## src/rtl/tpp_pkg.sv

```systemverilog
// Purpose: shared constants and types for the dual-slope pwm timer
// Assumes: ahb-lite slave, 32-bit data, one register per aligned word
// Notes: offsets are byte addresses
package tpp_pkg;
  // register byte offsets
  localparam logic [7:0] OFF_CTRL_A = 8'h00;
  localparam logic [7:0] OFF_CTRL_B = 8'h04;
  localparam logic [7:0] OFF_COUNT = 8'h08;
  localparam logic [7:0] OFF_CMP_A = 8'h0c;
  localparam logic [7:0] OFF_CMP_B = 8'h10;
  localparam logic [7:0] OFF_FLAGS = 8'h14;
  // control a fields
  localparam int CA_MODE_A_HI = 7;
  localparam int CA_MODE_A_LO = 6;
  localparam int CA_MODE_B_HI = 5;
  localparam int CA_MODE_B_LO = 4;
  localparam int CA_WAVE_HI = 1;
  localparam int CA_WAVE_LO = 0;
  localparam logic [7:0] CA_WMASK = 8'hf3;
  // control b fields
  localparam int CB_WAVE_HIGH = 3;
  localparam int CB_CS_HI = 2;
  localparam logic [7:0] CB_WMASK = 8'h0f;
  // flag bits
  localparam int FL_OVF = 0;
  localparam int FL_MA = 1;
  localparam int FL_MB = 2;
  localparam logic [7:0] RST_BYTE = 8'h00;
  // counter limits
  localparam logic [7:0] CNT_BOTTOM = 8'h00;
  localparam logic [7:0] CNT_MAX = 8'hff;
  // phase correct wave modes and period in ticks
  localparam logic [2:0] WM_PC_FIXED = 3'h1;
  localparam logic [2:0] WM_PC_CMPA = 3'h5;
  localparam int PC_PERIOD_TICKS = 510;
  // prescale divisors
  localparam int PS_1 = 1;
  localparam int PS_8 = 8;
  localparam int PS_64 = 64;
  localparam int PS_256 = 256;
  localparam int PS_1024 = 1024;
  localparam int PS_W = 10;
  // output mode codes
  localparam logic [1:0] OM_OFF = 2'h0;
  localparam logic [1:0] OM_TOGGLE = 2'h1;
  localparam logic [1:0] OM_CLEAR = 2'h2;
  localparam logic [1:0] OM_SET = 2'h3;
  // ahb transfer types
  localparam logic [1:0] HTRANS_NONSEQ = 2'h2;

  // ahb request as carried into the slave
  typedef struct packed {
    logic [7:0] addr;
    logic write;
  } tpp_req_s;

  // waveform unit event strobes for one channel
  typedef struct packed {
    logic match;
    logic up;
    logic at_top;
    logic at_bottom;
  } tpp_evt_s;
endpackage

```

## src/rtl/tpp_wave_unit.sv

```systemverilog
// Purpose: one compare output channel of the pwm timer
// Assumes: events arrive qualified by the timer tick
// Notes: channel a enables toggle; channel b treats code 1 as off
`timescale 1ns/10ps
module tpp_wave_unit #(
  parameter bit TOGGLE_OK = 1'b1
) (
  input wire logic core_clk,
  input wire logic rstn,
  input wire logic tick,
  input wire logic [2:0] wave_mode,
  input wire logic [1:0] out_mode,
  input wire logic [7:0] cmp_val,
  input wire logic [7:0] top_val,
  input wire logic [7:0] count_q,
  input wire logic up_q,
  input wire logic wr_cmp,
  output logic wave_out,
  output logic connected
);
  logic wave_q;
  logic wave_d;
  logic [7:0] cmp_prev_q;
  logic pc_mode;
  logic fast_mode;
  logic match;
  logic at_top;
  logic at_bottom;
  logic ignore_match;
  logic toggle_on;
  logic up_level;
  logic missed;

  //////////////////////////////////////////////////////////////////////////
  // mode decode
  assign pc_mode = (wave_mode == tpp_pkg::WM_PC_FIXED) ||
                   (wave_mode == tpp_pkg::WM_PC_CMPA);
  assign fast_mode = (wave_mode[1:0] == 2'h3);
  assign match = tick && (count_q == cmp_val);
  assign at_top = tick && (count_q == top_val);
  assign at_bottom = tick && (count_q == tpp_pkg::CNT_BOTTOM);
  // compare at top with upper mode bit: match ignored, top action kept
  assign ignore_match = (cmp_val == top_val) && out_mode[1];
  // toggle only for channel a with the high wave bit in pwm modes
  assign toggle_on = (out_mode == tpp_pkg::OM_TOGGLE) &&
                     (TOGGLE_OK && (wave_mode[2] || !(pc_mode || fast_mode)));
  assign connected = (out_mode != tpp_pkg::OM_OFF) &&
                     (out_mode[1] || toggle_on);
  // level left by an up-counting match: low for code 2, high for code 3
  assign up_level = (out_mode == tpp_pkg::OM_SET);
  // bottom fix-up: compare left max, or up-match missed so the level
  // below the compare was never restored; bottom must show that level
  assign missed = (cmp_prev_q == tpp_pkg::CNT_MAX) ||
                  (wave_q == up_level);

  //////////////////////////////////////////////////////////////////////////
  // output level next state
  always_comb
  begin
    wave_d = wave_q;
    if (toggle_on)
    begin
      if (match)
        wave_d = !wave_q;
    end
    else if (out_mode[1] && pc_mode)
    begin
      if (cmp_val == tpp_pkg::CNT_BOTTOM)
        wave_d = up_level;
      else if (cmp_val == tpp_pkg::CNT_MAX ||
               (cmp_val == top_val && at_top))
        wave_d = !up_level;
      else if (match && up_q)
        wave_d = up_level;
      else if (match && !up_q)
        wave_d = !up_level;
      else if (at_bottom && missed)
        wave_d = !up_level;
    end
    else if (out_mode[1] && fast_mode)
    begin
      if (at_top)
        wave_d = !up_level;
      else if (match && !ignore_match)
        wave_d = up_level;
    end
    else if (out_mode[1] && match)
      wave_d = up_level;
  end

  //////////////////////////////////////////////////////////////////////////
  // registers
  always_ff @(posedge core_clk)
  begin
    if (!rstn)
    begin
      wave_q <= 1'b0;
      cmp_prev_q <= tpp_pkg::CNT_BOTTOM;
    end
    else
    begin
      wave_q <= wave_d;
      if (at_bottom || wr_cmp)
        cmp_prev_q <= cmp_val;
    end
  end

  assign wave_out = wave_q;
endmodule

```

## src/rtl/tpp_timer.sv

```systemverilog
// Purpose: 8-bit timer with dual-slope phase correct pwm and two outputs
// Assumes: ahb-lite single word transfers, zero wait states
// Notes: compare registers double buffered, updated at top in pwm modes
//
// Function
// - phase correct when wave mode 1 or 5
// - count up to top, then down
// - top is max or compare a
// - non-inverting clears up, sets down
// - hold top for one tick
// - overflow flag set at bottom
// - output a toggle needs high wave bit
// - nonzero out mode overrides port pin; code 1 stays off for b, and for a in pwm modes without the high wave bit
// - compare bottom low, max high
// - compare leaving max transitions at bottom
// - missed up match fixed at bottom
// - period 510 ticks, five prescale choices
// - synchronous, tick is clock enable
// - control a field layout, reserved zero
// - non-pwm out mode codes
// - single-slope pwm set/clear at top
// - phase correct code 2 and 3
// - compare equal top ignores match
// - high wave bit from control b
//
// Chosen here: the AHB-Lite slave port and the register addresses.
`timescale 1ns/10ps
module tpp_timer #(
  parameter int PRESCALE_W = tpp_pkg::PS_W
) (
  input wire logic core_clk,
  input wire logic rstn,
  input wire logic hsel,
  input wire logic [31:0] haddr,
  input wire logic [1:0] htrans,
  input wire logic hwrite,
  input wire logic [2:0] hsize,
  input wire logic [31:0] hwdata,
  input wire logic hready,
  output logic [31:0] hrdata,
  output logic hreadyout,
  output logic hresp,
  output logic wave_out_a,
  output logic wave_out_a_en,
  output logic wave_out_b,
  output logic wave_out_b_en,
  output logic overflow_flag
);
  tpp_pkg::tpp_req_s req_q;
  logic req_valid_q;
  logic [7:0] ctrl_a_q;
  logic [7:0] ctrl_b_q;
  logic [7:0] count_value_q;
  logic [7:0] count_value_d;
  logic [7:0] cmp_a_buf_q;
  logic [7:0] cmp_b_buf_q;
  logic [7:0] compare_a_value_q;
  logic [7:0] compare_b_value_q;
  logic up_q;
  logic up_d;
  logic [2:0] flags_q;
  logic [PRESCALE_W-1:0] pre_q;
  logic [31:0] rdata_q;
  logic [2:0] wave_mode;
  logic [2:0] clk_sel;
  logic pc_mode;
  logic dbuf_mode;
  logic [7:0] top_val;
  logic timer_tick;
  logic at_top;
  logic at_bottom;
  logic ovf_evt;
  logic wr_any;
  logic wr_ctrl_a;
  logic wr_ctrl_b;
  logic wr_count;
  logic wr_cmp_a;
  logic wr_cmp_b;
  logic wr_flags;
  logic addr_take;
  logic [31:0] rd_mux;
  logic [7:0] wb;
  logic [2:0] flag_set;

  //////////////////////////////////////////////////////////////////////////
  // mode and top decode
  assign wave_mode = {ctrl_b_q[tpp_pkg::CB_WAVE_HIGH],
                      ctrl_a_q[tpp_pkg::CA_WAVE_HI:tpp_pkg::CA_WAVE_LO]};
  assign clk_sel = ctrl_b_q[tpp_pkg::CB_CS_HI:0];
  assign pc_mode = (wave_mode == tpp_pkg::WM_PC_FIXED) ||
                   (wave_mode == tpp_pkg::WM_PC_CMPA);
  assign dbuf_mode = wave_mode[0];
  assign top_val = wave_mode[2] ? compare_a_value_q
                                : tpp_pkg::CNT_MAX;

  //////////////////////////////////////////////////////////////////////////
  // prescaler tick enable, one per 1/8/64/256/1024 clocks
  always_comb
  begin
    case (clk_sel)
      3'h1: timer_tick = 1'b1;
      3'h2: timer_tick = (pre_q[2:0] == 3'h7);
      3'h3: timer_tick = (pre_q[5:0] == 6'h3f);
      3'h4: timer_tick = (pre_q[7:0] == 8'hff);
      3'h5: timer_tick = (pre_q[9:0] == 10'h3ff);
      default: timer_tick = 1'b0;
    endcase
  end

  //////////////////////////////////////////////////////////////////////////
  // counter sequence
  assign at_top = count_value_q == top_val;
  assign at_bottom = count_value_q == tpp_pkg::CNT_BOTTOM;
  always_comb
  begin
    count_value_d = count_value_q;
    up_d = up_q;
    if (wr_count)
      count_value_d = wb;
    else if (timer_tick && pc_mode)
    begin
      if (up_q && at_top)
      begin
        up_d = 1'b0; // top held one tick
        count_value_d = count_value_q - 8'h01;
      end
      else if (!up_q && at_bottom)
      begin
        up_d = 1'b1;
        count_value_d = count_value_q + 8'h01;
      end
      else if (up_q)
        count_value_d = count_value_q + 8'h01;
      else
        count_value_d = count_value_q - 8'h01;
    end
    else if (timer_tick)
    begin
      up_d = 1'b1;
      if (wave_mode[1] && at_top)
        count_value_d = tpp_pkg::CNT_BOTTOM;
      else
        count_value_d = count_value_q + 8'h01;
    end
  end
  // pc: flag at bottom; mode 7: flag at top; others: wrap from max
  assign ovf_evt = timer_tick && (pc_mode ? at_bottom && !up_q
                   : (wave_mode == 3'h7 ? at_top
                      : count_value_q == tpp_pkg::CNT_MAX));

  //////////////////////////////////////////////////////////////////////////
  // ahb-lite slave decode, zero wait state
  assign addr_take = hsel && hready && (htrans == tpp_pkg::HTRANS_NONSEQ);
  assign wb = hwdata[7:0];
  assign wr_any = req_valid_q && req_q.write;
  assign wr_ctrl_a = wr_any && (req_q.addr == tpp_pkg::OFF_CTRL_A);
  assign wr_ctrl_b = wr_any && (req_q.addr == tpp_pkg::OFF_CTRL_B);
  assign wr_count = wr_any && (req_q.addr == tpp_pkg::OFF_COUNT);
  assign wr_cmp_a = wr_any && (req_q.addr == tpp_pkg::OFF_CMP_A);
  assign wr_cmp_b = wr_any && (req_q.addr == tpp_pkg::OFF_CMP_B);
  assign wr_flags = wr_any && (req_q.addr == tpp_pkg::OFF_FLAGS);
  assign hreadyout = 1'b1;
  assign hresp = 1'b0;
  assign hrdata = rdata_q;
  // read mux, unmapped reads zero
  always_comb
  begin
    case (addr_take ? haddr[7:0] : 8'hff)
      tpp_pkg::OFF_CTRL_A: rd_mux = {24'h0, ctrl_a_q};
      tpp_pkg::OFF_CTRL_B: rd_mux = {24'h0, ctrl_b_q};
      tpp_pkg::OFF_COUNT: rd_mux = {24'h0, count_value_q};
      tpp_pkg::OFF_CMP_A: rd_mux = {24'h0, cmp_a_buf_q};
      tpp_pkg::OFF_CMP_B: rd_mux = {24'h0, cmp_b_buf_q};
      tpp_pkg::OFF_FLAGS: rd_mux = {29'h0, flags_q};
      default: rd_mux = 32'h0;
    endcase
  end

  //////////////////////////////////////////////////////////////////////////
  // flag events; a set wins over a write-one clear
  assign flag_set = {timer_tick && count_value_q == compare_b_value_q,
                     timer_tick && count_value_q == compare_a_value_q,
                     ovf_evt};

  //////////////////////////////////////////////////////////////////////////
  // bus and register state
  always_ff @(posedge core_clk)
  begin
    if (!rstn)
    begin
      req_q <= '0;
      req_valid_q <= 1'b0;
      rdata_q <= 32'h0;
      ctrl_a_q <= tpp_pkg::RST_BYTE;
      ctrl_b_q <= tpp_pkg::RST_BYTE;
      cmp_a_buf_q <= tpp_pkg::RST_BYTE;
      cmp_b_buf_q <= tpp_pkg::RST_BYTE;
      flags_q <= 3'h0;
    end
    else
    begin
      req_valid_q <= addr_take && !(hsize != 3'h2);
      req_q.addr <= haddr[7:0];
      req_q.write <= hwrite;
      if (addr_take && !hwrite)
        rdata_q <= rd_mux;
      if (wr_ctrl_a)
        ctrl_a_q <= wb & tpp_pkg::CA_WMASK; // reserved read zero
      if (wr_ctrl_b)
        ctrl_b_q <= wb & tpp_pkg::CB_WMASK;
      if (wr_cmp_a)
        cmp_a_buf_q <= wb;
      if (wr_cmp_b)
        cmp_b_buf_q <= wb;
      flags_q <= (flags_q & ~(wr_flags ? wb[2:0] : 3'h0)) | flag_set;
    end
  end

  //////////////////////////////////////////////////////////////////////////
  // counter, direction, prescaler and compare buffers
  always_ff @(posedge core_clk)
  begin
    if (!rstn)
    begin
      count_value_q <= tpp_pkg::CNT_BOTTOM;
      up_q <= 1'b1;
      pre_q <= '0;
      compare_a_value_q <= tpp_pkg::RST_BYTE;
      compare_b_value_q <= tpp_pkg::RST_BYTE;
    end
    else
    begin
      count_value_q <= count_value_d;
      up_q <= up_d;
      pre_q <= pre_q + 1'b1;
      if (!dbuf_mode || (timer_tick && at_top))
      begin
        compare_a_value_q <= cmp_a_buf_q;
        compare_b_value_q <= cmp_b_buf_q;
      end
    end
  end

  //////////////////////////////////////////////////////////////////////////
  // compare output channels
  tpp_wave_unit #(.TOGGLE_OK(1'b1)) u_wave_a (
    .core_clk(core_clk),
    .rstn(rstn),
    .tick(timer_tick),
    .wave_mode(wave_mode),
    .out_mode(ctrl_a_q[tpp_pkg::CA_MODE_A_HI:tpp_pkg::CA_MODE_A_LO]),
    .cmp_val(compare_a_value_q),
    .top_val(top_val),
    .count_q(count_value_q),
    .up_q(up_q),
    .wr_cmp(wr_cmp_a),
    .wave_out(wave_out_a),
    .connected(wave_out_a_en)
  );
  tpp_wave_unit #(.TOGGLE_OK(1'b0)) u_wave_b (
    .core_clk(core_clk),
    .rstn(rstn),
    .tick(timer_tick),
    .wave_mode(wave_mode),
    .out_mode(ctrl_a_q[tpp_pkg::CA_MODE_B_HI:tpp_pkg::CA_MODE_B_LO]),
    .cmp_val(compare_b_value_q),
    .top_val(top_val),
    .count_q(count_value_q),
    .up_q(up_q),
    .wr_cmp(wr_cmp_b),
    .wave_out(wave_out_b),
    .connected(wave_out_b_en)
  );

  assign overflow_flag = flags_q[tpp_pkg::FL_OVF];
endmodule

```

## config.mk

```make
export PLATFORM = sky130hd
export DESIGN_NAME = tpp_timer
export DESIGN_NICKNAME = d
export VERILOG_FILES = /design/src/rtl/tpp_pkg.sv /design/src/rtl/tpp_wave_unit.sv /design/src/rtl/tpp_timer.sv
export SDC_FILE = /design/constraint.sdc
export NUM_CORES = 1
export LEC_CHECK = 0
export BUFFER_PORTS_ARGS = -buffer_cell sky130_fd_sc_hd__buf_2
export CORE_MARGIN = 2
export CORE_UTILIZATION = 40
export CTS_CLUSTER_DIAMETER = 200
export CTS_CLUSTER_SIZE = 25
export DETAILED_ROUTE_END_ITERATION = 16
export GPL_TIMING_DRIVEN = 0
export RECOVER_POWER = 25
export SETUP_SLACK_MARGIN = 0.3
export SLEW_MARGIN = 30
export SYNTH_ARGS = -nofsm -noshare
export SYNTH_HDL_FRONTEND = slang
export SYNTH_SLANG_ARGS = --single-unit
```

## constraint.sdc

```tcl
create_clock -name core_clk -period 4.9 [get_ports core_clk]
set_clock_uncertainty 0.1 [all_clocks]
set_input_delay 0.98 -clock core_clk [delete_from_list [all_inputs] [get_ports core_clk]]
set_output_delay 0.98 -clock core_clk [all_outputs]
set_load 0.01 [all_outputs]
```

### Yosys cells after proc, flatten, opt, wreduce, memory -nomap -nowiden

Index checks and enable logic that the tools add are counted.
W data, S select, Z words.

| word-level totals | value |
|---|---|
| register bits | 124 |
| bits of input ports | 74 |
| output and inout port bits | 39 |
| word-level logic and storage cells | 187 |

| cells by class | value |
|---|---|
| add/subtract/negate cells | 3 |
| equality and inequality tests | 46 |
| mux-type cells | 40 |
| bitwise logic cells | 4 |
| reductions and logical operators | 76 |

Operators by type and width:

| kind | count |
|---|---|
| $mux W8 | 9 |
| $eq A8 B8 Y1 const B | 6 |
| $pmux W8 S6 | 1 |
| $logic_and A1 B1 Y1 | 41 |
| $eq A8 B8 Y1 | 5 |
| $logic_not A8 Y1 | 5 |
| $eq A8 B4 Y1 const B | 4 |
| $eq A8 B5 Y1 const B | 4 |
| $mux W1 | 28 |
| $eq A8 B3 Y1 const B | 2 |
| $eq A3 B3 Y1 const B | 5 |
| $logic_or A1 B1 Y1 | 11 |
| $add A10 B1 Y10 const B | 1 |
| $eq A10 B10 Y1 const B | 1 |
| $logic_not A1 Y1 | 10 |
| $add A8 B1 Y8 const B | 1 |
| $eq A2 B2 Y1 const B | 4 |
| $sub A8 B1 Y8 const B | 1 |
| $ne A7 B6 Y1 const B | 1 |
| $eq A3 B1 Y1 const B | 2 |
| $eq A3 B2 Y1 const B | 2 |
| $eq A6 B6 Y1 const B | 1 |
| $ne A6 B6 Y1 const B | 1 |
| $reduce_and A3 Y1 | 2 |
| 17 further kinds | 21 |

### Depth between registers and ports, before layout

| depth | value |
|---|---|
| depth in word-level cells | 11 |
| gate-level depth with buffers | 12 |
| mapped depth without buffers | 10 |

### Modules after synthesis

A second synthesis with hierarchy kept.

| second synthesis, totals | value |
|---|---|
| cell total of the unflattened synthesis | 709 |
| area total of the unflattened synthesis | 6034.5 um2 |

Modules (own cells, without submodules):

| module | times used | cells each | area each (um2) | seq. area each (um2) |
|---|---|---|---|---|
| tpp_timer | 1 | 505 | 4351.7 | 1641.6 |
| tpp_wave_unit at u_wave_a | 1 | 105 | 860.8 | 180.2 |
| tpp_wave_unit at u_wave_b | 1 | 99 | 822.0 | 180.2 |

### Worst setup path before layout

Ideal clock, no wire load.

| timing path | value |
|---|---|
| path type | in2reg |
| start point | input port haddr[6] |
| end point | register rdata_q[4], in the netlist hrdata[4] |
| library setup time | 0.065 ns |
| data arrival time | 2.743 ns |
| data required time | 4.735 ns |
| slack | 1.992 ns |
| cell stages on the path | 8 |
| path buffers | 0 |
| cell sequence | or4_1 > or3_1 > or2_2 > nor3b_2 > a222oi_1 > nor2_1 > a21oi_1 > nor2_1 |

| on the way | value |
|---|---|
| cells in the longest elaborated chain, start to end | 3 |
| elaborated cells on any way between the ends | 8 |
| classes of those cells | eq/ne: 5; mux: 2; reduce/logical: 1 |

Ends and longest elaborated chain:

| item | line | RTL |
|---|---|---|
| start, declared | tpp_timer.sv:34 | `input wire logic [31:0] haddr,` |
| $mux W8 (*) | tpp_timer.sv:168 | `case (addr_take ? haddr[7:0] : 8'hff)` |
| $eq A8 B5 Y1, or another cell as far along | tpp_timer.sv:168 |  |
| $pmux W8 S6 (*) | tpp_timer.sv:168 |  |
| end signal, assigned | tpp_timer.sv:206 | `rdata_q <= rd_mux;` |
| end, declared | tpp_timer.sv:63 | `logic [31:0] rdata_q;` |

Mark *: on every way between the ends. The rest lies on a longest branch, timed or not.
A chain may end at the register's enable or synchronous reset.

### Worst setup path in the final report

| timing path | value |
|---|---|
| start point | register ctrl_b_q[3] |
| end point | output port wave_out_a_en |

| on the way | value |
|---|---|
| cells in the longest elaborated chain, start to end | 8 |
| elaborated cells on any way between the ends | 9 |
| classes of those cells | eq/ne: 2; reduce/logical: 7 |

Ends and longest elaborated chain:

| item | line | RTL |
|---|---|---|
| start, declared | tpp_timer.sv:52 | `logic [7:0] ctrl_b_q;` |
| start signal, assigned | tpp_timer.sv:195 | `ctrl_b_q <= tpp_pkg::RST_BYTE;` |
| start signal, assigned | tpp_timer.sv:210 | `ctrl_b_q <= wb & tpp_pkg::CB_WMASK;` |
| $eq A3 B1 Y1 / $eq A3 B3 Y1 (equally long branches) | tpp_wave_unit.sv:36, tpp_wave_unit.sv:37 |  |
| $logic_or A1 B1 Y1 | tpp_wave_unit.sv:36 | `assign pc_mode = (wave_mode == tpp_pkg::WM_PC_FIXED) \|\|` |
| $logic_or A1 B1 Y1 | tpp_wave_unit.sv:46 | `(TOGGLE_OK && (wave_mode[2] \|\| !(pc_mode \|\| fast_mode)));` |
| $logic_not A1 Y1 | tpp_wave_unit.sv:46 |  |
| $logic_or A1 B1 Y1 (*) | tpp_wave_unit.sv:46 |  |
| $logic_and A1 B1 Y1 (*) | tpp_wave_unit.sv:45 | `assign toggle_on = (out_mode == tpp_pkg::OM_TOGGLE) &&` |
| $logic_or A1 B1 Y1 (*) | tpp_wave_unit.sv:48 | `(out_mode[1] \|\| toggle_on);` |
| $logic_and A1 B1 Y1 (*) | tpp_wave_unit.sv:47 | `assign connected = (out_mode != tpp_pkg::OM_OFF) &&` |
| end, declared | tpp_timer.sv:44 | `output logic wave_out_a_en,` |

Marked as above.

==> reports/results.ini <==
[clock_tree]
cts_buffers=9
htreeDepth=3
cts-root-buf=clkbuf_16
clock_path_buffers=2
clk_latency_ns=0.36
cts-resized-gates=0
path_clk_slew_ns=0.08
hold_buffers=0
cts_tree=built
cts_setup_buffers=0
clock-sinks=100

[floorplan]
die_area_um2=15040
core_area_um2=13830
initial_core_util_pct=40.73
io_pins=113
dieWidth_um=122.7
die_h_um=122.7
rows=43

[sta]
slew_viol_final=7
rsz0062_at_grt=no
tightestPinTransition_ns=1.907
setup-tns-final_ns=0
max_slew_margin_pct=-28.30
fin_crit_ns=3.012
setup_viol=0
hold_viol_final=0
period_share_pct=61.46
max_freq_ghz=0.3320

[logic_synthesis]
async_reset_ff_share_pct=0
yosysWarnings=0
ys_seq_area_share_pct=35.55
ys.flop_type=dfxtp_1
syn_area_um2=5632
synthCells=668
synth_cell_types=79
synth-edff-count=0
avgSynthCellArea_um2=8.431
synth_seq_cells=100

[critical_path]
path_common_cell=clkbuf_1
worstPathCellList=clkbuf_1, clkbuf_1, o21ai_0, nand2b_1, buf_2
cp-end-kind=output pin
required_ns=3.82
critPathBufInv=3
worstPathArrival_ns=1.93
cp_top_family=buffers and inverters
crit_type=flop to output pin
critPathSlowestCell=clkbuf_1
crit_fanout=10
cpPeakStageDelay_ns=0.46
startpoint_type=flop

[route]
routed_wl_um=16870
drt_iter0_drc=348
drc=0
wl_per_cell_um=18.22
drtAntennaViolNets=0
dr_total_vias=5156
routed_via_density=5.568
drt_pass1_iterations=5

[placed_design]
gp_congestion=0.9840
hpwl_um=12770
portBuffers=37

[power]
p_per_area_nw_per_um2=260.3
p_leak_nw=2.718
ir_worst_vdd_uv=156.0

[grt]
grt_util_all_layers_pct=23.03
grt_antenna_before_repair=1
grt_pass1_wl_um=26050
grt_pass1_vias=4827
grt_max_degree=20
globalRouteOverflowTotal=0

[finish]
drive_gt1_share_pct=15.03
post-route-util_pct=46.50
area_growth_pct=14.17
layout_commonest_cell=dfxtp_1
nets=818
fillers=1359
mostFrequentLayoutCells=dfxtp_1, nor2_1, mux2i_1

[job]
max-cap-violations=1

[hold_path]
min_path_type=flop to flop

[outcome]
outcome=finished with violations
violations=capacitance limit, slew limit

==> where the power goes <==
part / switching [mW] / internal, mW
Clock: 0.358 / 0.409
Combinational: 0.0534 / 0.0314
Sequential: 0.00349 / 0.818
Total: 0.415 / 1.26
==> area by class of cell <==
class                   count  area (µm²)  area share [%]
plain buffers              68       394.1           6.130
repair buffers             37       170.2           2.646
clock inverters             7       91.34           1.421
diodes                      1       2.502         0.03892
multi-input cells         506        3252           50.57
clock buffers               9       225.2           3.503
flip-flops and latches    100        2002           31.13
inverters                  18       67.56           1.051
well taps                 180       225.2           3.503
==> cells by family after synthesis <==
group	count (synthesis)	synth area share, %
buffers and inverters	86	8.198
XOR/XNOR	20	3.244
flip-flops	100	35.55
AO/OA/AOI/OAI	128	15.60
multiplexers	61	10.98
other	2	0.1334
adder cells (fa/ha/maj)	4	0.8887
AND/OR/NAND/NOR	267	25.42
==> per-layer routing <==
layer	global-route usage, %	vias to the layer above	wire [µm]
met5	0	-	0
met2	38.89	189	7977
met3	3.253	37	932
li1	-	2469	-
met1	29.20	2461	7381
met4	10.13	0	578
==> worst reg2reg max path, delay by kind of cell (launching register included) <==
| kind | cells | cell delay [ns] |
|---|---|---|
| DFF | 1 | 0.30 |
| and+or+nand+nor | 4 | 2.14 |
| muxes | 1 | 0.32 |
==> flip-flops by register name (all words and copies together), names as in the netlist <==
register / cells
pre_q: 10
req_q: 9
cmp_a_buf_q: 8
cmp_b_buf_q: 8
compare_a_value_q: 8
compare_b_value_q: 8
count_value_q: 8
hrdata: 8
u_wave_a.cmp_prev_q: 8
u_wave_b.cmp_prev_q: 8
ctrl_a_q: 6
ctrl_b_q: 4
flags_q: 3
req_valid_q: 1
u_wave_a.wave_out: 1
u_wave_b.wave_out: 1
up_q: 1
==> cells in the mapped netlist (5+ instances only) <==
| cell type | n | area share (%) |
|---|---|---|
| or3_1 | 6 | 0.67 |
| or4_1 | 5 | 0.67 |
| nand3_1 | 12 | 1.1 |
| buf_4 | 27 | 3.6 |
| clkbuf_1 | 25 | 1.7 |
| nor4_1 | 11 | 1.2 |
| xor2_1 | 17 | 2.6 |
| o21a_1 | 5 | 0.67 |
| nand2b_1 | 11 | 1.2 |
| nand4_1 | 13 | 1.4 |
| o21ai_0 | 24 | 2.1 |
| mux2i_1 | 58 | 10 |
| dfxtp_1 | 100 | 36 |
| nor3_1 | 10 | 0.89 |
| a21oi_1 | 44 | 3.9 |
| o31ai_1 | 6 | 0.80 |
| buf_2 | 9 | 0.80 |
| inv_1 | 16 | 1.1 |
| nand2_1 | 52 | 3.5 |
| o22ai_1 | 7 | 0.78 |
| and2_1 | 14 | 1.6 |
| nor2_1 | 92 | 6.1 |
==> final timing paths <==
| check | slack, ns | from | to | depth (start not counted) |
|---|---|---|---|---|
| max | 1.89 | ctrl_b_q[3] | wave_out_a_en | 5 |
| min reg2reg | 0.37 | flags_q[2] | flags_q[2] | 2 |
| max reg2reg | 1.91 | req_q[1] | ctrl_a_q[0] | 5 |
| min | 0.37 | flags_q[2] | flags_q[2] | 2 |
==> per-stage QoR <==
stage | area [µm²] | setup slack (ns) | hold slack, ns | total power [mW] | std cells
floorplan | 5722 | 1.992 | 0.3264 | 0.8928 | 692
global placement | 6132 | 1.623 | 0.3408 | 0.9244 | 909
detailed placement | 6141 | 1.584 | 0.3548 | 0.9261 | 909
CTS | 6457 | 1.909 | 0.3648 | 1.685 | 925
global route | 6427 | 1.748 | 0.3989 | 1.721 | 925
finish | 6430 | 1.888 | 0.3673 | 1.674 | 926
(Power assumes the default switching activity.)
